`config.mk`:
```
export PLATFORM = sky130hd
export DESIGN_NAME = ddsl_dac_load
export DESIGN_NICKNAME = d
export VERILOG_FILES = /design/src/ddsl_pkg.sv /design/src/ddsl_pins_if.sv /design/src/ddsl_pin_sync.sv /design/src/ddsl_dac_load.sv
export SDC_FILE = /design/constraint.sdc
export NUM_CORES = 1
export LEC_CHECK = 0
export ABC_AREA = 1
export BUFFER_PORTS_ARGS = -buffer_cell sky130_fd_sc_hd__buf_2
export CAP_MARGIN = 0
export CORE_AREA = 2 2 97 99
export DETAILED_ROUTE_END_ITERATION = 6
export DIE_AREA = 0 0 99 101
export SYNTH_ARGS = -nofsm -noshare
export SYNTH_HDL_FRONTEND = slang
export SYNTH_SLANG_ARGS = --single-unit
```
`constraint.sdc`:
```
create_clock -name clk -period 1.44 [get_ports clk]
set_input_delay 0.144 -clock clk [delete_from_list [all_inputs] [get_ports clk]]
set_output_delay 0.144 -clock clk [all_outputs]
set_load 0.01 [all_outputs]
```
`src/ddsl_pkg.sv`:
```
// Package with widths, preset codes and enumerations for the DAC load front end.
package ddsl_pkg;
  localparam int unsigned DATA_WIDTH = 12;
  localparam int unsigned SYNC_STAGES = 2;
  localparam logic [11:0] PRESET_HALF = 12'h800;
  localparam logic [11:0] PRESET_ZERO = 12'h000;
  localparam logic [11:0] DAC_RESET_VALUE = 12'h000;
  localparam logic [11:0] SHIFT_RESET_VALUE = 12'h000;
  localparam logic [3:0] BIT_COUNT_RESET = 4'h0;

  typedef enum logic [1:0]
  {
    DDSL_RUN,
    DDSL_PRESET,
    DDSL_HOLD
  } ddsl_mode_type;
endpackage : ddsl_pkg

```
`src/ddsl_pins_if.sv`:
```
// Interface carrying the synchronised host pin levels and the serial clock rise and load strobe fall edges.
`timescale 1ns/100ps
interface ddsl_pins_if;
  logic selectN;
  logic serialClk;
  logic serialData;
  logic loadAN;
  logic loadBN;
  logic presetN;
  logic presetHigh;
  logic powerDownN;
  logic clkRise;
  logic loadAFall;
  logic loadBFall;

  modport producer
  (
    output selectN, serialClk, serialData, loadAN, loadBN,
    output presetN, presetHigh, powerDownN, clkRise, loadAFall, loadBFall
  );
  modport consumer
  (
    input selectN, serialClk, serialData, loadAN, loadBN,
    input presetN, presetHigh, powerDownN, clkRise, loadAFall, loadBFall
  );
endinterface : ddsl_pins_if

```
`src/ddsl_pin_sync.sv`:
```
// Two-flop synchronisers for the host pins plus edge detection on the clean side.
`timescale 1ns/100ps
module ddsl_pin_sync
(
  input  wire logic clk,             // System clock.
  input  wire logic sys_rst,         // Asynchronous reset, active high.
  input  wire logic [7:0] pinsRaw,   // Raw pins, see packing in top.
  ddsl_pins_if.producer pins         // Synchronised levels and edges.
);
  import ddsl_pkg::*;

  logic [7:0] meta_q;
  logic [7:0] sync_q;
  logic [7:0] prev_q;

  // Idle levels are high for every active-low pin so reset looks quiet.
  localparam logic [7:0] IDLE = 8'hBD;

  always_ff @(posedge clk or posedge sys_rst)
  begin
    if (sys_rst)
    begin
      meta_q <= IDLE;
      sync_q <= IDLE;
    end
    else
    begin
      meta_q <= pinsRaw;
      sync_q <= meta_q;
    end
  end

  always_ff @(posedge clk or posedge sys_rst)
  begin
    if (sys_rst)
      prev_q <= IDLE;
    else
      prev_q <= sync_q;
  end

  assign pins.selectN    = sync_q[0];
  assign pins.serialClk  = sync_q[1];
  assign pins.serialData = sync_q[2];
  assign pins.loadAN     = sync_q[3];
  assign pins.loadBN     = sync_q[4];
  assign pins.presetN    = sync_q[5];
  assign pins.presetHigh = sync_q[6];
  assign pins.powerDownN = sync_q[7];
  assign pins.clkRise    = sync_q[1] & ~prev_q[1];
  assign pins.loadAFall  = ~sync_q[3] & prev_q[3];
  assign pins.loadBFall  = ~sync_q[4] & prev_q[4];
endmodule : ddsl_pin_sync

```
`src/ddsl_dac_load.sv`:
```
// Serial shift register and dual DAC registers of the DAC load front end.
//
// Functional notes
// - Chip select high freezes shift register.
// - Chip select never gates the load strobes.
// - Each rising serial clock with chip select low shifts, MSB first.
// - Serial data enters shift register directly.
// - Load A low: DAC A follows shifter.
// - Load B low: DAC B follows shifter.
// - Reset low forces both DAC registers preset.
// - Preset level high gives 800, else 000.
// - Shutdown keeps all register contents.
// - Shifting and loads still work in shutdown.
// - After shutdown outputs use latest DAC values.
// - Word is 12 or 10 bits, MSB first.
// - Load falling edge updates, rising edge latches.
`timescale 1ns/100ps
module ddsl_dac_load
#(
  parameter int unsigned WIDTH = ddsl_pkg::DATA_WIDTH  // 12 or 10 bits.
)
(
  input  wire logic             clk,             // 250 MHz system clock.
  input  wire logic             sys_rst,         // Async reset, active high.
  input  wire logic             chip_select_n,   // Enables shifting when low.
  input  wire logic             serial_clk,      // Host serial clock pin.
  input  wire logic             serial_data_in,  // Host serial data pin.
  input  wire logic             load_strobe_a_n, // DAC A load, level low.
  input  wire logic             load_strobe_b_n, // DAC B load, level low.
  input  wire logic             preset_reset_n,  // DAC preset, active low.
  input  wire logic             preset_level,    // High selects half-scale.
  input  wire logic             power_down_n,    // Shutdown, active low.
  output logic [WIDTH-1:0]      dacAValue,       // DAC A register.
  output logic [WIDTH-1:0]      dacBValue,       // DAC B register.
  output logic [WIDTH-1:0]      shiftValue,      // Shift register contents.
  output logic                  shutdownActive,  // Analog shutdown request.
  output logic                  wordComplete     // Full word shifted in.
);
  import ddsl_pkg::*;

  // Only the two documented word widths have a defined preset code.
  if (WIDTH != 12 && WIDTH != 10)
  begin : g_bad_width
    $error("ddsl_dac_load: WIDTH must be 12 or 10");
  end

  ddsl_pins_if pins ();

  ddsl_pin_sync u_sync
  (
    .clk     (clk),
    .sys_rst (sys_rst),
    .pinsRaw ({power_down_n, preset_level, preset_reset_n, load_strobe_b_n,
               load_strobe_a_n, serial_data_in, serial_clk, chip_select_n}),
    .pins    (pins)
  );

  // Preset code: top bit only, scaled to the word width.
  function automatic logic [WIDTH-1:0] presetCode(input logic high);
    logic [WIDTH-1:0] code;
    code = '0;
    if (high)
      code = PRESET_HALF[11 -: WIDTH];
    else
      code = PRESET_ZERO[11 -: WIDTH];
    return code;
  endfunction : presetCode

  ddsl_mode_type mode_d;
  logic [WIDTH-1:0] shift_q;
  logic [WIDTH-1:0] shift_d;
  logic [WIDTH-1:0] dacA_q;
  logic [WIDTH-1:0] dacB_q;
  logic [3:0]       bitCount_q;
  logic             shutdown_q;
  logic             shiftEn;

  always_comb
  begin
    if (!pins.presetN)
      mode_d = DDSL_PRESET;
    else if (pins.selectN)
      mode_d = DDSL_HOLD;
    else
      mode_d = DDSL_RUN;
  end

  // Shutdown does not gate shifting, since loads must work while asleep.
  assign shiftEn = !pins.selectN && pins.clkRise;
  // The newest bit enters at the LSB; old MSBs fall off the top.
  assign shift_d = {shift_q[WIDTH-2:0], pins.serialData};

  always_ff @(posedge clk or posedge sys_rst)
  begin
    if (sys_rst)
      shift_q <= SHIFT_RESET_VALUE[WIDTH-1:0];
    else if (shiftEn)
      shift_q <= shift_d;
  end

  always_ff @(posedge clk or posedge sys_rst)
  begin
    if (sys_rst)
      bitCount_q <= BIT_COUNT_RESET;
    else if (pins.selectN)
      bitCount_q <= BIT_COUNT_RESET;
    else if (shiftEn && bitCount_q != 4'(WIDTH))
      bitCount_q <= bitCount_q + 4'h1;
  end

  // The load strobes ignore chip select altogether. A strobe held low
  // keeps its register transparent, tracking the shifter each cycle.
  always_ff @(posedge clk or posedge sys_rst)
  begin
    if (sys_rst)
      dacA_q <= DAC_RESET_VALUE[WIDTH-1:0];
    else
    begin
      case (mode_d)
        DDSL_PRESET:
          dacA_q <= presetCode(pins.presetHigh);
        DDSL_RUN,
        DDSL_HOLD:
          if (!pins.loadAN || pins.loadAFall)
            dacA_q <= shift_q;
        default:
          dacA_q <= dacA_q;
      endcase
    end
  end

  always_ff @(posedge clk or posedge sys_rst)
  begin
    if (sys_rst)
      dacB_q <= DAC_RESET_VALUE[WIDTH-1:0];
    else
    begin
      case (mode_d)
        DDSL_PRESET:
          dacB_q <= presetCode(pins.presetHigh);
        DDSL_RUN,
        DDSL_HOLD:
          if (!pins.loadBN || pins.loadBFall)
            dacB_q <= shift_q;
        default:
          dacB_q <= dacB_q;
      endcase
    end
  end

  always_ff @(posedge clk or posedge sys_rst)
  begin
    if (sys_rst)
      shutdown_q <= 1'b0;
    else
      shutdown_q <= !pins.powerDownN;
  end

  always_ff @(posedge clk or posedge sys_rst)
  begin
    if (sys_rst)
      wordComplete <= 1'b0;
    else
      wordComplete <= (bitCount_q == 4'(WIDTH));
  end

  // Outputs read the DAC registers straight, so leaving shutdown shows
  // whatever was loaded most recently, asleep or not.
  assign dacAValue      = dacA_q;
  assign dacBValue      = dacB_q;
  assign shiftValue     = shift_q;
  assign shutdownActive = shutdown_q;
endmodule : ddsl_dac_load

```
==> results of run 1 <==
-- path summary, 6_finish.rpt --
path | from | end | slack [ns] | depth (start not counted)
worst max-delay path | bitCount_q[0] | bitCount_q[3] | 0.15 | 8
min in group asynchronous | sys_rst | shutdownActive | 0.37 | 3
worst min register to register | u_sync.meta_q[3] | u_sync.sync_q[3] | 0.35 | 0
worst max register to register | bitCount_q[0] | bitCount_q[3] | 0.15 | 8
max in group asynchronous | sys_rst | u_sync.sync_q[0] | 0.54 | 4
worst min-delay path | u_sync.meta_q[3] | u_sync.sync_q[3] | 0.35 | 0
-- layer usage --
metal	GRT usage	share of wire	vias to the layer above
li1	-	-	776
met1	0.1266	0.46	724
met2	0.1658	0.47	34
met3	0.03051	0.051	8
met4	0.05690	0.022	0
met5	0	0	-
-- area by class of cell --
type                    instances  area share
clock buffers                  10     0.04731
well taps                     111     0.04774
inverters                      16     0.02194
repair buffers                 61      0.1333
flip-flops and latches         59      0.5127
multi-input cells             123      0.2065
clock inverters                 6     0.03054
-- per-stage QoR --
step	setup WS (ns)	cell area [µm²]	utilization	cells	hold slack [ns]
after floorplan	0.2790	2211	-	207	0.1485
after global placement	0.2405	2592	0.2888	361	0.1706
after detailed placement	0.1690	2592	0.2888	361	0.1836
after CTS	0.1391	2909	0.3240	386	0.3560
after global routing	0.02548	2909	0.3240	386	0.3624
final	0.1453	2909	0.3240	386	0.3525
-- synth_stat cells --
cell	number	share of area
dfstp_2	12	0.14
inv_1	16	0.027
nor2_1	6	0.010
nand2_1	67	0.11
dfrtp_1	47	0.53
nand3_1	25	0.057
buf_6	2	0.010
nand2_2	1	0.0028
ha_1	2	0.011
o21ai_1	5	0.011
xor2_1	1	0.0040
clkbuf_1	2	0.0034
nor2_4	4	0.020
nand2_4	1	0.0051
nand4_1	2	0.0057
a21oi_2	6	0.024
o21ai_0	3	0.0068
buf_2	5	0.011
-- registers in the layout (all words and copies together) (netlist names) --
name            cells
u_sync.sync_q       8
dacBValue          12
shiftValue         12
wordComplete        1
shutdownActive      1
u_sync.prev_q       1
u_sync.meta_q       8
bitCount_q          4
dacAValue          12
-- power by group through the flow --
stage	Sequential, mW	Clock, mW	Combinational, mW
2_1_floorplan	2.08	0	0.236
3_3_place_gp	2.05	0	0.537
3_5_place_dp	2.06	0	0.550
4_1_cts	2.03	1.76	0.570
5_1_grt	2.05	1.84	0.623
6_report	2.02	1.71	0.554
-- logic make-up after synthesis --
family          Yosys count  share of synthesized area
simple gates            106                     0.2149
flops                    59                     0.6757
buf+inv                  25                    0.05215
compound gates           14                    0.04195
fa+ha+maj                 2                    0.01134
xor+xnor                  1                   0.003969
==> key figures, run 1 <==
Timing
  • Final min period: around 1.3 ns
  • Setup-failing EPs final: 0
  • RSZ-0062 raised after global routing: no
  • Clk_skew: 0.007526 ns
  • Final hold vios: 0
  • Slew at the pin with the worst max-slew slack: 0.4451 ns
  • Slew margin rel.: 0.7026
  • FMAX: between 700 and 800 MHz
  • Final max-slew violation count: 0
  • Final period util: 0.8991
  • Setup Total Neg Slack: 0 ns

Status
  • Status: finished clean

Routing
  • TritonRoute pass-1 iters: 4
  • Via count: around 1.5k
  • WL/cell: about 12 µm
  • Post-Route WL: around 4800 µm
  • Drt via density: 3.995
  • Post-DRT Antenna Nets: 0
  • Initial drt markers: 32
  • # DRC: 0

Synth
  • Netlist Area Pre-Place: roughly 2200 µm²
  • Syn_area_per_cell: about 11 µm²
  • Seq cells post-synth: between 50 and 60
  • Syn Inst Count: around 210
  • YS warnings: 0
  • Register area share after synthesis: 0.6757
  • Distinct cells, synth: 18
  • Synthesized net count: about 220

GRT
  • Global-route usage over all layers: 0.1039
  • Antenna violations before repair: 0
  • Global-route wire length before repair: 7921 µm
  • Total gr overflow: 0
  • Largest net degree at the start of global routing: 33
  • Number of global-route vias before repair: about 1.5k

Worst setup path
  • Max incr delay on CP: just over 0.4 ns
  • Critical Path, Cell by Cell: inv_1 -> ha_1 -> nand2_2 -> nor2_4 -> nor2_4 -> nor2_4 -> nand2_1 -> nand2_1
  • CP startpoint kind: register
  • CP Buf/Inv Count: 1
  • Crit path DAT: between 1.5 and 2 ns
  • Top delay family on crit path: simple AND/OR/NAND/NOR gates
  • CP dominant cell by count: nor2_4
  • Critical path fanouts, max: 5
  • Slowest-stage cell, CP: dfrtp_1
  • CP Class: register to register
  • Critical Path Sink Type: register
  • Critical Path RT: ~1.7 ns

Clock tree
  • Post-CTS Resized: 0
  • CTS tree: yes
  • H-tree levels: 3
  • Sinks on the clock net: 59
  • Hold_buf cts: 9
  • Clk root buf: clkbuf_8
  • Clock-pin slew of the registers on the worst-case setup and hold paths: ~0.070 ns
  • Setup Buffers After CTS: 0
  • Clock Latency Late Sink: around 0.33 ns
  • Total CTS buffers: 9
  • Clk buf depth: 2

Placement
  • RD Place Congestion: around 0.69
  • Final HPWL DP: ~3300 µm
  • PortBufs: 47

Min path
  • Hold Crit Class: register to register

Pwr
  • Peak VDD IR: between 500 and 600 µV
  • Pwr per Cell Area: ~1500 nW/µm²
  • Clock power share: 0.399
  • Switching Power: 1.184 mW
  • Pleak: 1.531 nW
  • Int Pwr: approximately 3.1 mW
  • Seq pwr share: 0.472
  • Tot Pwr: about 4.3 mW
  • Comb power frac: 0.129
  • Sw Share: 0.2758

Cells and area
  • Leading cell type in the layout, fill and taps excluded: nand2_1
  • Syn-to-layout area delta: 31.80%
  • Layout filler cell count: 896
  • Fraction of layout cells with a size suffix above 1: 0.3382
  • N_diodes: 0
  • Commonest non-fill, non-tap cells in the layout: nand2_1, dfrtp_1, buf_2
  • Final net count: between 200 and 300
  • Multi-input gate area: roughly 600 µm²
  • Storage cell area: approximately 1500 µm²

Flow run
  • Max-Cap Viols: 0

Die
  • Die Height: between 100 and 150 µm
  • Die width: roughly 99 µm
  • Row count: 35
  • Core region area: about 9000 µm²
  • Die footprint: ~10000 µm²
  • # IOs: 48
  • Starting density of the core: 0.2459
Power figures use the tool's default switching activity.
==> run 2: changes to the inputs <==
ABC_AREA = 0   (was 1)
SLEW_MARGIN = 20   (was unset)
==> run 2 against run 1 <==
- global-route usage is 0.67 points lower
- power up 4.2%
- register-to-register slack got worse by 0.04 ns
- critical path type unchanged
- setup slack worse by 0.036 ns
- sequential cell count is the same
- non-clock buffer count grew 2
==> key figures, run 2 <==
Placement
  • Final HPWL DP: 2947 µm
  • RD Place Congestion: between 0.6 and 0.7
  • Dpl cells: 306
  • Worst slack at placement: around 0.065 ns
  • PortBufs: between 40 and 50
  • DP Area: between 2000 and 3000 µm²

Timing
  • Setup ws final: around 0.11 ns
  • Final max-slew violation count: 0
  • Slew at the pin with the worst max-slew slack: ~0.31 ns
  • Setup-failing EPs final: 0
  • FMAX: about 750 MHz
  • Setup Total Neg Slack: 0 ns
  • Hold WS: roughly 0.35 ns
  • Final hold vios: 0
  • Clk_skew: approximately 0.0073 ns
  • RSZ-0062 raised after global routing: no
  • Final min period: 1.331 ns
  • Final period util: 0.9242
  • Slew margin rel.: 0.7929

Synth
  • Distinct cells, synth: 17
  • Top-count cell post-synth: dfrtp_1
  • Synth Area in Adders: 0.01138
  • Top cell type's share of synthesized area: 0.5350
  • Syn_area_per_cell: 15.06 µm²
  • Dominant synthesized flop cell: dfrtp_1
  • Seq cells post-synth: between 50 and 60
  • Synth Area in Compound Gates: 0.004553
  • Main combinational cell family by area after synthesis: multiplexers
  • Register area share after synthesis: 0.6784
  • Synth area leaders: dfrtp_1, dfstp_2, mux2i_1
  • Post-synth top area cell: dfrtp_1
  • Mux cell area share after synthesis: 0.1895
  • Netlist Area Pre-Place: roughly 2200 µm²
  • EDFF count, synth: 0
  • YS warnings: 0
  • Xor/xnor cell area share of the yosys netlist: 0
  • Simple-gate share of the synthesized area: 0.09448
  • Post-synth top cells: dfrtp_1, mux2i_1, nor2b_1, mux2_2, dfstp_2
  • Syn Inst Count: between 100 and 150
  • Synthesized net count: between 150 and 200
  • Async S/R FF share, synth: 1.000

Worst setup path
  • Crit path DAT: roughly 1.6 ns
  • Critical Path RT: 1.66 ns
  • Max incr delay on CP: 0.42 ns
  • Critical Path Sink Type: register
  • Critical Path, Cell by Cell: inv_1 -> ha_1 -> nand3_2 -> nand2_2 -> mux2_2
  • Slowest-stage cell, CP: dfrtp_1
  • Critical path fanouts, max: 5
  • CP startpoint kind: register
  • CP Class: register to register

Routing
  • Drt via density: a little under 4
  • Post-Route WL: around 4400 µm
  • TritonRoute pass-1 iters: 3
  • Post-DRT Antenna Nets: 0
  • WL/cell: roughly 13 µm
  • Initial drt markers: 43
  • # DRC: 0
  • Via count: approximately 1.3k

Clock tree
  • Setup Buffers After CTS: 0
  • Sinks on the clock net: 59
  • H-tree levels: 3
  • CTS tree: yes
  • Clk buf depth: 2
  • Total CTS buffers: 9
  • Clk root buf: clkbuf_8
  • Clock Latency Late Sink: roughly 0.33 ns
  • Clock-pin slew of the registers on the worst-case setup and hold paths: roughly 0.06 ns

Die
  • Die width: roughly 99 µm
  • Row count: 35
  • Starting density of the core: 0.2449
  • # IOs: 48
  • Die footprint: 9999 µm²
  • Core region area: around 9000 µm²
  • Die Height: ~100 µm

Cells and area
  • Fraction of layout cells with a size suffix above 1: 0.4500
  • Syn-to-layout area delta: 34.72%
  • Storage cell area: 1491 µm²
  • N_diodes: 0
  • Layout filler cell count: 898
  • Final core utilization: 0.3299
  • Post-route cell area: ~3000 µm²
  • Multi-input gate area: between 600 and 700 µm²
  • Commonest non-fill, non-tap cells in the layout: dfrtp_1, buf_2, mux2i_1
  • Final net count: 227
  • Post-Layout Cell Count: approximately 330

GRT
  • Total gr overflow: 0
  • Global-route usage over all layers: 0.09722
  • Largest net degree at the start of global routing: 60
  • Number of global-route vias before repair: approximately 1.4k
  • Global-route wire length before repair: 7182 µm
  • Antenna violations before repair: 0

Pwr
  • Peak VDD IR: 622.7 µV
  • Pwr per Cell Area: about 1500 nW/µm²
  • Pleak: between 1 and 1.5 nW
  • Tot Pwr: between 4 and 5 mW

Flow run
  • Max-Cap Viols: 0

Status
  • Status: finished clean

Min path
  • Hold Crit Class: register to register
## run 2: changes by cell type after synthesis, moves of 6 or more
cell / previous run / this run
a21oi_2: 6 / 0
nor2b_1: 0 / 22
mux2i_1: 0 / 27
nand2_1: 67 / 1
inv_1: 16 / 5
nand3_1: 25 / 3
mux2_2: 0 / 13
## run 2: power by group
group | internal, mW | leakage, nW | switching [mW]
clock network | 1.02 | 0.108 | 0.663
registers | 1.89 | 0.744 | 0.219
logic | 0.363 | 0.634 | 0.316
total | 3.28 | 1.49 | 1.20
## run 2: timing repair
action	4_1_cts	5_1_grt
endpoints found under the hold margin	55	0
endpoints found under the setup margin	0	1
resized for setup	0	2
hold buffers	9	0
## run 2: worst paths after layout
check	start	to	slack [ns]	depth (start not counted)
max in group asynchronous	sys_rst	u_sync.sync_q[7]	0.71	4
min reg2reg	u_sync.meta_q[1]	u_sync.sync_q[1]	0.35	0
max reg2reg	bitCount_q[0]	bitCount_q[1]	0.11	5
max	bitCount_q[0]	bitCount_q[1]	0.11	5
min	u_sync.meta_q[1]	u_sync.sync_q[1]	0.35	0
min in group asynchronous	sys_rst	dacAValue[8]	0.43	4
## run 2: layout make-up
type,instances,area share
clock buffer,10,0.04647
clock inverter,6,0.03000
inverter,5,0.007605
multi-input combinational,77,0.2252
sequential,59,0.5036
tap,111,0.04689
timing repair buffer,63,0.1403
## run 2: cell families after synthesis
family / count (synthesis)
DFF: 59
muxes: 40
and+or+nand+nor: 33
buffers and inverters: 10
AOI/OAI and AO/OA: 2
adders and majority gates: 2
## run 2: per-layer routing
| metal | vias up | track usage | routed length [µm] |
|---|---|---|---|
| met2 | 32 | 0.1445 | 2048 |
| met5 | - | 0 | 0 |
| met4 | 0 | 0.05058 | 82 |
| li1 | 623 | - | - |
| met1 | 654 | 0.1198 | 2000 |
| met3 | 6 | 0.04230 | 273 |
## run 2: worst max-delay path: cells and delay by family, from the launching register on
kind	cells	cell delay, ns
simple gates	2	0.24
buf+inv	1	0.08
flops	1	0.42
mux	1	0.33
fa+ha+maj	1	0.15
==> run 3: changes to the inputs <==
PLACE_DENSITY = 0.48   (was unset)
clock period = 1.5 ns   (was 1.44 ns; I/O delays follow)
==> run 3 against run 2 <==
- design area did not move
- sequential power fell by 4%
- final cell count rose by 0.30%
- register-to-register slack improved by 0.03 ns
- global-route usage fell by 0.16 points
- clock power fell by 4%
- via count barely moved
- setup slack improved by 0.033 ns
- critical path depth did not move
- critical path type unchanged
- clock skew fell by 0.0014 ns
==> key figures, run 3 (synthesis gave the netlist of run 2 again) <==
Min path
  • Min-Delay Startpoint: u_sync.meta_q[6]
  • Hold Path Cell Cnt: 0
  • Hold Crit Class: register to register
  • Worst Hold Path EP: u_sync.sync_q[6]

Clock tree
  • Post-CTS Resized: 0
  • Clk buf depth: 2
  • Setup Buffers After CTS: 0
  • Clk root buf: clkbuf_8
  • Sinks on the clock net: a little under 60
  • CTS tree: yes
  • Total CTS buffers: 9
  • Clock-pin slew of the registers on the worst-case setup and hold paths: around 0.060 ns
  • H-tree levels: 3
  • Clock Latency Late Sink: 0.33 ns

Flow run
  • Max-Cap Viols: 0

GRT
  • Global-route wire length before repair: about 7100 µm
  • Largest net degree at the start of global routing: 60
  • Total gr overflow: 0
  • Number of global-route vias before repair: around 1.4k
  • Global-route usage over all layers: 0.09562
  • Antenna violations before repair: 0

Die
  • # IOs: 48
  • Core region area: 8977 µm²
  • Die Height: between 100 and 150 µm
  • Starting density of the core: 0.2449
  • Die footprint: about 10000 µm²
  • Row count: 35
  • Die width: 99 µm

Cells and area
  • Final net count: between 200 and 250
  • Commonest non-fill, non-tap cells in the layout: dfrtp_1, buf_2, mux2i_1
  • Fraction of layout cells with a size suffix above 1: 0.4434
  • N_diodes: 0
  • Final core utilization: 0.3299
  • Syn-to-layout area delta: 34.72%

Pwr
  • Comb power frac: 0.152
  • Pwr per Cell Area: approximately 1400 nW/µm²
  • Peak VDD IR: about 580 µV
  • Clock power share: 0.375
  • Int Pwr: 3.184 mW
  • Pleak: ~1.5 nW
  • Switching Power: approximately 1.1 mW
  • Seq pwr share: 0.473
  • Sw Share: 0.2574
  • Tot Pwr: 4.288 mW

Timing
  • Slew at the pin with the worst max-slew slack: between 0.3 and 0.4 ns
  • Setup Total Neg Slack: 0 ns
  • Final max-slew violation count: 0
  • Hold WS: between 0.3 and 0.4 ns
  • Slew margin rel.: 0.7822
  • Final min period: ~1.4 ns
  • Clk_skew: around 0.006 ns
  • Final hold vios: 0
  • FMAX: about 740 MHz
  • Final period util: 0.9051
  • Setup-failing EPs final: 0
  • RSZ-0062 raised after global routing: no

Worst setup path
  • CP Class: register to register
  • Worst R2R End: bitCount_q[1]
  • Slowest-stage cell, CP: dfrtp_1
  • Critical Path, Cell by Cell: inv_1 -> ha_1 -> nand3_1 -> nand2_1 -> mux2_2
  • Critical Path RT: ~1.7 ns
  • Critical Path Sink Type: register
  • FF-to-FF setup slack: 0.14 ns
  • Critical path fanouts, max: 5
  • CP startpoint kind: register
  • Worst reg2reg path depth: 5
  • Crit path DAT: approximately 1.6 ns
  • FF-to-FF Start: bitCount_q[0]
  • Max incr delay on CP: roughly 0.42 ns

Routing
  • TritonRoute pass-1 iters: 3
  • WL/cell: roughly 13 µm
  • Post-DRT Antenna Nets: 0
  • Via count: 1316
  • Post-Route WL: approximately 4300 µm
  • Initial drt markers: 40
  • # DRC: 0
  • Drt via density: 3.964

Placement
  • Final HPWL DP: just under 3000 µm
  • PortBufs: 47
  • RD Place Congestion: around 0.64

Status
  • Status: finished clean
==> run 3: cell count changes in the layout (fill, tap and decap cells not counted) <==
cell	before	now
nand3_2	1	0
clkbuf_8	10	11
clkinvlp_4	3	1
buf_4	4	5
nand2_2	1	0
clkinv_2	1	3
nand2_1	0	1
clkinv_4	1	0
nand3_1	2	3
==> run 3: per-stage QoR <==
step	setup WS (ns)	std cells	area [µm²]
2_1_floorplan	0.2077	146	2202
6_report	0.1424	332	2962
3_3_place_gp	0.1913	307	2645
4_1_cts	0.1202	332	2962
3_5_place_dp	0.1368	307	2645
5_1_grt	0.06147	332	2962
==> run 3: power by group through the flow <==
stage               Sequential (mW)  Clock (mW)  Combinational (mW)
CTS                            2.04        1.68               0.671
global route                   2.07        1.74               0.730
global placement               2.06           0               0.639
finish                         2.03        1.61               0.653
detailed placement             2.07           0               0.650
floorplan                      2.09           0               0.290
==> run 3: worst max-delay path: cells and delay by family (launching register included) <==
family / cells / cell delay (ns)
and+or+nand+nor: 2 / 0.27
buffers and inverters: 1 / 0.07
DFF: 1 / 0.42
muxes: 1 / 0.34
adders and majority gates: 1 / 0.14
==> run 3: metal layers <==
layer | vias up | GRT usage | routed length (µm)
li1 | 625 | - | -
met1 | 648 | 0.1080 | 1890
met2 | 37 | 0.1549 | 2087
met3 | 6 | 0.03953 | 243
met4 | 0 | 0.05058 | 71
met5 | - | 0 | 0
==> run 3: repair_timing <==
action                                  in CTS  in global routing
endpoints found under the hold margin       55                  0
endpoints found under the setup margin       0                  0
hold buffers                                 9                  0
==> run 3: final cells by class <==
| cell class | count | area, µm² |
|---|---|---|
| clock buffer | 11 | 151.4 |
| clock inverter | 5 | 75.07 |
| fill | 897 | 6016 |
| inverter | 5 | 22.52 |
| multi-input combinational | 77 | 659.4 |
| sequential | 59 | 1491 |
| tap | 111 | 138.9 |
| timing repair buffer | 64 | 422.9 |
==> run 3: worst max-delay path by stage <==
stage	to	startpoint	slack [ns]
after floorplan	shiftValue[0]	u_sync.sync_q[0]	0.21
after global placement	bitCount_q[1]	bitCount_q[0]	0.19
after detailed placement	bitCount_q[1]	bitCount_q[0]	0.14
after CTS	bitCount_q[1]	bitCount_q[0]	0.12
after global routing	bitCount_q[1]	bitCount_q[0]	0.06
final	bitCount_q[1]	bitCount_q[0]	0.14
